<file path="config.mk">
export PLATFORM = sky130hd
export DESIGN_NAME = mpst_engine
export DESIGN_NICKNAME = d
export VERILOG_FILES = /design/src/logic/mpst_engine.v
export VERILOG_INCLUDE_DIRS = /design/src /design/src/logic
export SDC_FILE = /design/constraint.sdc
export NUM_CORES = 1
export LEC_CHECK = 0
export BUFFER_PORTS_ARGS = -buffer_cell sky130_fd_sc_hd__buf_2
export CAP_MARGIN = 20
export CORE_UTILIZATION = 27
export CTS_CLUSTER_DIAMETER = 100
export DETAILED_ROUTE_END_ITERATION = 10
export PLACE_DENSITY = 0.45
export SLEW_MARGIN = 25
export SYNTH_ARGS = -nofsm -noshare
export SYNTH_HDL_FRONTEND = slang
export SYNTH_SLANG_ARGS = --single-unit
</file>
<file path="constraint.sdc">
create_clock -name mclk -period 7.8 [get_ports mclk]
set_input_delay 0 -clock mclk [delete_from_list [all_inputs] [get_ports mclk]]
set_output_delay 0 -clock mclk [all_outputs]
set_load 0.1 [all_outputs]
</file>
<file path="src/logic/mpst_consts.vh">
`ifndef MPST_CONSTS_VH
`define MPST_CONSTS_VH
// Default memory address width and data width.
`define MPST_ADDR_W 16
`define MPST_DATA_W 32
// Width of the completed-test counter, wide enough for 65536.
`define MPST_CNT_W 17
// Switch field position and width for the run limit.
`define MPST_SW_LSB 6
`define MPST_SW_W 10
// Run length used when the switch field is zero.
`define MPST_ZERO_RUN 17'h10000
// Fixed stop count of the RLDRAM variant.
`define MPST_FIXED_RUN 17'h00080
// Pattern generator seed, any nonzero value.
`define MPST_SEED 32'hACE1ACE1
// Feedback mask of the pattern generator, taps 32, 22, 2 and 1.
`define MPST_LFSR_TAPS 32'h80200003
`endif

</file>
<file path="src/logic/mpst_engine.v">
// Function
// The engine writes a pseudo-random pattern to memory at full rate in each write phase.
// Writes cover every address and reading starts only after the final address is written.
// Each word read back is compared against the expected pattern value for its address.
// Any miscompare changes the state of a dedicated error indicator output; the code sets error_reg on the first miscompare and holds it until reset.
// One test is counted each time a full write phase and a full read phase finish.
// The two low hex digits of the test counter drive the two seven-segment outputs.
// The DDR variant runs a finite number of tests taken from switch inputs 6 to 15.
// In the DDR variant a switch limit of zero means a run of 65536 tests.
// The RLDRAM variant has a fixed limit of hex 80, that is 128 tests.
// The pattern generator restarts from the same seed at the start of each read phase.
// At the limit the engine stops memory operations, holds the count and asserts done.
`timescale 1ns/1ps
`include "mpst_consts.vh"
module mpst_engine #(
   parameter ADDR_W = `MPST_ADDR_W,
   parameter DATA_W = `MPST_DATA_W,
   parameter FIXED_LIMIT = 0
)(
   input wire mclk,
   input wire rst,
   input wire start,
   input wire [15:0] user_sw,
   output reg mem_wr_reg,
   output reg mem_rd_reg,
   output reg [ADDR_W-1:0] mem_addr_reg,
   output reg [DATA_W-1:0] mem_wdata_reg,
   input wire mem_ready,
   input wire mem_rvalid,
   input wire [DATA_W-1:0] mem_rdata,
   output wire [6:0] seg_lo,
   output wire [6:0] seg_hi,
   output reg error_reg,
   output reg done_reg,
   output wire busy
);
   // Sequencer states; S_DONE is left only through reset.
   localparam S_IDLE = 2'h0;
   localparam S_WRITE = 2'h1;
   localparam S_READ = 2'h2;
   localparam S_DONE = 2'h3;
   localparam [ADDR_W-1:0] LAST_ADDR = {ADDR_W{1'b1}};
   localparam [31:0] SEED = `MPST_SEED;

   ////////////////////////////////////////////////////////////////////////////////
   // Galois LFSR step, taps 32,22,2,1; used by both generators.
   function [31:0] lfsr_step;
      input [31:0] v;
      begin
         lfsr_step = {1'b0, v[31:1]} ^ (v[0] ? `MPST_LFSR_TAPS : 32'h00000000);
      end
   endfunction

   // Seven-segment decode of one hex digit, segments gfedcba, active high.
   function [6:0] hex_seg;
      input [3:0] d;
      begin
         case (d)
            4'h0: hex_seg = 7'h3F;
            4'h1: hex_seg = 7'h06;
            4'h2: hex_seg = 7'h5B;
            4'h3: hex_seg = 7'h4F;
            4'h4: hex_seg = 7'h66;
            4'h5: hex_seg = 7'h6D;
            4'h6: hex_seg = 7'h7D;
            4'h7: hex_seg = 7'h07;
            4'h8: hex_seg = 7'h7F;
            4'h9: hex_seg = 7'h6F;
            4'hA: hex_seg = 7'h77;
            4'hB: hex_seg = 7'h7C;
            4'hC: hex_seg = 7'h39;
            4'hD: hex_seg = 7'h5E;
            4'hE: hex_seg = 7'h79;
            default: hex_seg = 7'h71;
         endcase
      end
   endfunction

   // Widen the 32-bit pattern to the data width by repetition.
   function [DATA_W-1:0] widen;
      input [31:0] v;
      integer i;
      begin
         widen = {DATA_W{1'b0}};
         for (i = 0; i < DATA_W; i = i + 1)
            widen[i] = v[i % 32];
      end
   endfunction

   ////////////////////////////////////////////////////////////////////////////////
   // Write and read generators run apart, so read returns may trail the requests.
   reg [1:0] state_reg;
   reg [31:0] wgen_reg;
   reg [31:0] rgen_reg;
   reg [ADDR_W-1:0] rd_cnt_reg;
   reg [`MPST_CNT_W-1:0] pass_reg;
   wire [`MPST_CNT_W-1:0] limit;
   wire [`MPST_SW_W-1:0] sw_limit;
   wire issue_done;
   wire read_hit;
   wire [`MPST_CNT_W-1:0] pass_next;
   wire limit_hit;

   // The limit is sampled live so a switch change mid-run takes effect at the next pass.
   assign sw_limit = user_sw[`MPST_SW_LSB+`MPST_SW_W-1:`MPST_SW_LSB];
   assign limit = (FIXED_LIMIT != 0) ? `MPST_FIXED_RUN :
                  (sw_limit == {`MPST_SW_W{1'b0}}) ? `MPST_ZERO_RUN :
                  {{(`MPST_CNT_W-`MPST_SW_W){1'b0}}, sw_limit};
   // Last-address strobes: one for a taken request, one for a returned word.
   assign issue_done = mem_ready && (mem_addr_reg == LAST_ADDR);
   assign read_hit = mem_rvalid && (rd_cnt_reg == LAST_ADDR);
   assign busy = (state_reg == S_WRITE) || (state_reg == S_READ);
   // Compared with >= so that switches lowered below the count mid-run still end the run.
   assign pass_next = pass_reg + 1'b1;
   assign limit_hit = (pass_next >= limit);
   // The displays follow the counter directly and freeze with it once done.
   assign seg_lo = hex_seg(pass_reg[3:0]);
   assign seg_hi = hex_seg(pass_reg[7:4]);

   ////////////////////////////////////////////////////////////////////////////////
   // Sequencer; a request stands until the memory takes it with mem_ready.
   always @(posedge mclk or posedge rst)
   begin
      if (rst)
      begin
         // Everything resets together, the generators to SEED and the rest to zero, so the displays read 00 after reset.
         state_reg <= S_IDLE;
         mem_wr_reg <= 1'b0;
         mem_rd_reg <= 1'b0;
         mem_addr_reg <= {ADDR_W{1'b0}};
         mem_wdata_reg <= {DATA_W{1'b0}};
         wgen_reg <= SEED;
         rgen_reg <= SEED;
         rd_cnt_reg <= {ADDR_W{1'b0}};
         pass_reg <= {`MPST_CNT_W{1'b0}};
         error_reg <= 1'b0;
         done_reg <= 1'b0;
      end
      else
      begin
         case (state_reg)
            S_IDLE:
            begin
               // A run starts only from idle; start is ignored while running or done.
               if (start)
               begin
                  state_reg <= S_WRITE;
                  mem_wr_reg <= 1'b1;
                  mem_addr_reg <= {ADDR_W{1'b0}};
                  mem_wdata_reg <= widen(SEED);
                  wgen_reg <= lfsr_step(SEED);
               end
            end
            S_WRITE:
            begin
               if (mem_ready)
               begin
                  // Back-to-back writes, one per accepted cycle.
                  mem_addr_reg <= mem_addr_reg + 1'b1;
                  mem_wdata_reg <= widen(wgen_reg);
                  wgen_reg <= lfsr_step(wgen_reg);
                  if (issue_done)
                  begin
                     // Read phase only after the last address is taken.
                     state_reg <= S_READ;
                     mem_wr_reg <= 1'b0;
                     mem_rd_reg <= 1'b1;
                     mem_addr_reg <= {ADDR_W{1'b0}};
                     rgen_reg <= SEED;
                     rd_cnt_reg <= {ADDR_W{1'b0}};
                  end
               end
            end
            S_READ:
            begin
               // The read request drops once the last address is taken; replies may trail.
               if (mem_rd_reg && issue_done)
                  mem_rd_reg <= 1'b0;
               else if (mem_ready && mem_rd_reg)
                  mem_addr_reg <= mem_addr_reg + 1'b1;
               // Read data returns in address order; compare against the replayed pattern.
               if (mem_rvalid)
               begin
                  rd_cnt_reg <= rd_cnt_reg + 1'b1;
                  rgen_reg <= lfsr_step(rgen_reg);
                  // The error flag is sticky, so one bad word in a long run stays visible.
                  if (mem_rdata != widen(rgen_reg))
                     error_reg <= 1'b1;
                  // The last word closes the pass; the limit picks done or a fresh pass.
                  if (read_hit)
                  begin
                     pass_reg <= pass_next;
                     if (limit_hit)
                     begin
                        state_reg <= S_DONE;
                        done_reg <= 1'b1;
                     end
                     else
                     begin
                        state_reg <= S_WRITE;
                        mem_wr_reg <= 1'b1;
                        mem_addr_reg <= {ADDR_W{1'b0}};
                        mem_wdata_reg <= widen(SEED);
                        wgen_reg <= lfsr_step(SEED);
                     end
                  end
               end
            end
            S_DONE:
            begin
               // Held until reset; no further memory traffic.
               mem_wr_reg <= 1'b0;
               mem_rd_reg <= 1'b0;
            end
            // Unused codes fall back to idle rather than lock up.
            default:
               state_reg <= S_IDLE;
         endcase
      end
   end
endmodule // mpst_engine

</file>
# == Word level (Yosys, flattened, before mapping) ==
# Memory sizes are Yosys's and may differ from the RTL's.
# Cells that the tools add are included.
# word_totals
regBits,151
latchBits,0
rom_bits,224
elab_cells,101
ram_bits,0
out_inout_bits,67
memories,2
# op_classes
shifts,0
n_eq_ne,13
mul,0
muxes,50
n_div,0
magnitude_cmp,1
add_sub_neg,3
bitwise,2
reduce_logical,19
# memory_table
name,words,width,read_ports,rd_clocked_by_memory_dff,wr,line_no,source
(no name shown),16,7,1,0,0,mpst_engine.v:58,case (d)
(no name shown),16,7,1,0,0,mpst_engine.v:58,
# op_table
cell,n
32-bit 2-to-1 mux,15
32-bit case mux with 3 select lines,2
16-bit 2-to-1 mux,11
32-bit case mux with 2 select lines,1
31-bit by 32-bit XOR with 32-bit output,2
16-bit case mux with 3 select lines,1
16-bit by 1-bit adder with 16-bit output (second input constant),2
16-bit equality test (second input constant),2
32-bit != test,1
16-bit case mux with 2 select lines,1
6-bit AND reduction,3
17-bit by 1-bit adder with 17-bit output (second input constant),1
17-bit greater-or-equal comparator,1
17-bit 2-to-1 mux,1
2-bit 2-to-1 mux,6
2-bit != test (second input constant),6
4-bit AND reduction,3
10-bit zero test,1
1-bit 2-to-1 mux,9
3-bit AND reduction,3
2-bit case mux with 3 select lines,1
3-bit nonzero test,2
2-bit equality test (second input constant),2
1-bit logical AND,4
7 further kinds,7

# == Depth between registers and ports, before layout ==
# depth
word_depth,8
ltp_mapped,16
mapped_depth_nobuf,14

# == Worst setup path after synthesis ==
# OpenSTA, ideal clock, no wires.
# synth_timing
path_type,reg-to-reg
start,register mem_addr_reg[0]
end,register rd_cnt_reg[15]
t_required_ps,7671
path_slack_ps,4654
arrival_ps,3017
stages_incl_launch_ff,10
cell_sequence,dfrtp_1 ha_1 nand3_1 or2_2 o21a_4 a2111oi_4 and3_1 nand3_1 xor2_1 nor2_2
# synth_via
elab_chain_cells,4
# synth_rtl
element,line_no,source
start: declaration,mpst_engine.v:26,"output reg [ADDR_W-1:0] mem_addr_reg,"
start signal: assignment,mpst_engine.v:130,mem_addr_reg <= {ADDR_W{1'b0}};
start signal: assignment,mpst_engine.v:149,mem_addr_reg <= {ADDR_W{1'b0}};
start signal: assignment,mpst_engine.v:159,mem_addr_reg <= mem_addr_reg + 1'b1;
16-bit equality test,mpst_engine.v:110,assign issue_done = mem_ready && (mem_addr_reg == LAST_ADDR);
1-bit logical AND,mpst_engine.v:110,
2-bit != test (no source line),-,
4-bit AND reduction (no source line),-,
end signal: assignment,mpst_engine.v:134,rd_cnt_reg <= {ADDR_W{1'b0}};
end signal: assignment,mpst_engine.v:170,rd_cnt_reg <= {ADDR_W{1'b0}};
end signal: assignment,mpst_engine.v:184,rd_cnt_reg <= rd_cnt_reg + 1'b1;
end: declaration,mpst_engine.v:95,reg [ADDR_W-1:0] rd_cnt_reg;
# No other way between the ends.
# A chain may end at the register's enable or synchronous reset.

# == Final worst setup path ==
# layout_timing
start,register pass_reg[0]
end,register mem_wdata_reg[12]
# layout_via
elab_chain_cells,4
# layout_rtl
element,line_no,source
start: declaration,mpst_engine.v:96,reg [`MPST_CNT_W-1:0] pass_reg;
start signal: assignment,mpst_engine.v:135,pass_reg <= {`MPST_CNT_W{1'b0}};
start signal: assignment,mpst_engine.v:192,pass_reg <= pass_next;
17-bit by 1-bit adder with 17-bit output,mpst_engine.v:114,assign pass_next = pass_reg + 1'b1;
named net pass_next[0],mpst_engine.v:101,wire [`MPST_CNT_W-1:0] pass_next;
17-bit greater-or-equal comparator,mpst_engine.v:115,assign limit_hit = (pass_next >= limit);
2-bit != test (no source line),-,
6-bit AND reduction (no source line),-,
end signal: assignment,mpst_engine.v:131,mem_wdata_reg <= {DATA_W{1'b0}};
end signal: assignment,mpst_engine.v:150,mem_wdata_reg <= widen(SEED);
end signal: assignment,mpst_engine.v:160,mem_wdata_reg <= widen(wgen_reg);
end: declaration,mpst_engine.v:27,"output reg [DATA_W-1:0] mem_wdata_reg,"
# The timed path passes the listed nets, and every way through them passes these cells.

==> results.md <==
* Cts repair resizes at 0
* RSZ-0062 raised after global routing: false
* Cell Rows at 60
* Post-DP HPWL at 12.8 mm
* Ports at 120
* Vias per cell at about 4.7
* Final period utilization at 0.560
* Max-cap violations at 0
* Die X-Extent at 169 µm
* Number of synthesized flops with an enable pin at 0
* WP data arrival at roughly 4700 ps
* Most used cell, CP: nor3_1
* # setup viols final at 0
* Fmax achieved at about 230 MHz
* Avg WL per Cell at between 15 and 20 µm
* Share of post-route cells with drive strength above 1 at 0.242
* Slowest-stage cell, CP: nor2_2
* Worst path cell trace: inv_1, nor3_1, nand3_1, nor3_1, xor2_1, ha_1, nand4_1, a211oi_1, a21oi_1, nand4_2, o21ai_4, nand2_2, nor2_2, a22o_1
* Period minus WS final at roughly 4400 ps
* Worst hold-check path type: in2reg
* CTS tree: built
* Final Non-Filler Cells at around 1200
* Reg2Reg Depth at 14
* Max Slew Vio Count at 0
* Leak at around 4 nW
* Synth Instances at between 700 and 800
* VDD IR-drop max at roughly 0.00019 V
* Cell family with most CP delay: simple AND/OR/NAND/NOR gates
* Slowest stage delay, CP at 730 ps
* WP depth at 14
* GR Util All Layers at 0.136
* Post-synthesis sequential area ratio at 0.459
* I/O Buffers at 113
* Worst setup path category: reg2reg
* Worst path buffer plus inverter count at 1
* Worst-path clk slew at approximately 70 ps
* Largest area contributor in the netlist: dfrtp_1
* CP Data Required Time at approximately 8200 ps
* Antenna cells at 0
* WHS Path Cells at 6
* Synth area leaders: dfrtp_1 (35%), dfstp_2 (11%), xnor2_1 (6.9%), ha_1 (5.7%), a22o_1 (4.3%)
* CP Max Fanout at 33
* Post-Syn Area at 0.00750 mm²
* Initial antenna violation count at 0
* CTS sink count at about 140
* Vias in the first global route at roughly 5600
* Via Count at just under 6000
* First-pass GRT wire length at slightly above 30 mm
* Ys flop type: dfrtp_1
* CP Capture Type: flip-flop
* Post-Syn Nets at between 800 and 900
* Post-CTS Setup Inserts at 0
* Clock Skew at approximately 19 ps
* Die span in y at 169 µm
* Post-route antenna net violation count at 0
* CTS Buffer Depth at 2
* Async S/R FF share, synth at 1.00
* Worst-Margin Slew at 934 ps
* # hold bufs at CTS at 2
* Slew margin rel. at 0.377
* Status: completed
* Initial DRC Count at approximately 300
* Synth Register Bits at roughly 140
* Final Hold Fails at 0
* Fill cell count at 2828
* Dpl ws at roughly 3400 ps
* CTS Buf Count at 17
* Fin worst setup slack at ~3400 ps
* Final TNS setup at 0 ps
* Worst skew pair latency at roughly 430 ps
* Pwr dens at between 300 and 400 mW/mm²
* H-tree depth at 4
* Top-area cell type share of the netlist area at 0.347
* Avg Cell Area, Syn at between 9 and 10 µm²
* Yosys cell types at 64
* DRT Pass-1 Iters at 5
* Placer congestion estimate at between 0.7 and 0.8
* Routed WL at about 19 mm
* Dpl cells at 1199
* Post-route DRC at 0
* Layout Nets at roughly 940
* Root buffer cell: clkbuf_16
* Worst Setup Start Kind: flip-flop
* Largest net degree at the start of global routing at 72
* CORE AREA at approximately 0.027 mm²
* Die footprint at 0.0285 mm²
* Yosys warns at 0
* Area grow syn2layout at 19.3%
* Initial Utilization at 0.277
* GR Overflow Total at 0
* Max FFs per register at 32
synthesized netlist by cell type, types with 4 or more instances:
cell / count
a21oi_1: 24
a22o_1: 37
a2bb2oi_1: 7
a31oi_1: 11
and3_1: 10
buf_1: 4
buf_2: 12
buf_4: 20
clkbuf_1: 12
dfrtp_1: 104
dfstp_2: 32
ha_1: 34
inv_1: 41
nand2_1: 78
nand3_1: 35
nand4_1: 16
nor2_1: 51
nor2_2: 4
nor2b_1: 5
nor3_1: 14
nor4_1: 6
o21ai_0: 37
o22a_1: 22
or2_2: 5
xnor2_1: 59
xor2_1: 12
cells by family (layout without fill, tap and decap cells):
kind of cell	Yosys count	count (layout)	share of synthesized area
AND/OR/NAND/NOR	241	241	0.154
AO/OA/AOI/OAI	182	182	0.182
flip-flops	136	136	0.459
buffers and inverters	89	193	0.0565
XOR/XNOR	71	71	0.0829
adder cells (fa/ha/maj)	34	34	0.0567
multiplexers	5	5	0.00850
worst paths after layout:
| path | to | from | slack (ps) |
|---|---|---|---|
| min reg2reg | done_reg | done_reg | 460 |
| max in group asynchronous | rgen_reg[0] | rst | 6470 |
| min in group asynchronous | mem_wdata_reg[1] | rst | 210 |
| min | error_reg | mem_rdata[24] | 60 |
| max | mem_wdata_reg[12] | pass_reg[0] | 3430 |
| max reg2reg | mem_wdata_reg[12] | pass_reg[0] | 3430 |
cell type report:
class	count	area [µm²]	share of cell area
multi-input cells	533	3640	0.407
flip-flops and latches	136	3440	0.385
repair buffers	120	643	0.0718
well taps	372	465	0.0520
clock buffers	17	425	0.0475
clock inverters	15	176	0.0197
inverters	41	159	0.0177
metrics by stage:
| step | area (µm²) | utilization | total power, W | hold slack (ps) |
|---|---|---|---|---|
| 3_5_place_dp | 8300 | 0.306 | 0.00259 | 143 |
| 5_1_grt | 8950 | 0.330 | 0.00358 | 87.6 |
| 4_1_cts | 8920 | 0.329 | 0.00345 | 52.5 |
| 2_1_floorplan | 7500 | - | 0.00232 | 159 |
| 6_report | 8950 | 0.330 | 0.00340 | 60.9 |
| 3_3_place_gp | 8300 | 0.306 | 0.00258 | 144 |
cells in the final DEF (no fill, tap or decap), types with 22 or more instances in the layout:
master / synthesis / layout
a22o_1: 37 / 37
buf_2: 12 / 113
dfstp_2: 32 / 32
dfrtp_1: 104 / 104
o22a_1: 22 / 22
ha_1: 34 / 34
nand2_1: 78 / 78
nand3_1: 35 / 35
xnor2_1: 59 / 59
o21ai_0: 37 / 36
inv_1: 41 / 40
nor2_1: 51 / 51
a21oi_1: 24 / 24
per-layer routing:
layer | vias up | part of all wire | GRT usage
met5 | - | 0 | 0
met4 | 0 | 0.0087 | 0.0356
met3 | 15 | 0.036 | 0.0257
met2 | 128 | 0.44 | 0.205
met1 | 2821 | 0.51 | 0.198
li1 | 2858 | - | -
power by group:
group | total, W | internal (W) | switching, W
combinational | 0.00149 | 0.000353 | 0.00113
sequential | 0.00108 | 0.000927 | 0.000152
clock | 0.000830 | 0.000461 | 0.000369
total | 0.00340 | 0.00174 | 0.00166
worst register-to-register path, cell delays in order, from the launching register on:
cell      delay, ps
dfrtp_1         520
inv_1           210
nor3_1          220
nand3_1         150
nor3_1          320
xor2_1          190
ha_1            270
nand4_1         100
a211oi_1         50
a21oi_1         230
nand4_2         210
o21ai_4         380
nand2_2         480
nor2_2          740
a22o_1          230
Note: power is estimated with default switching activity, not from simulation.
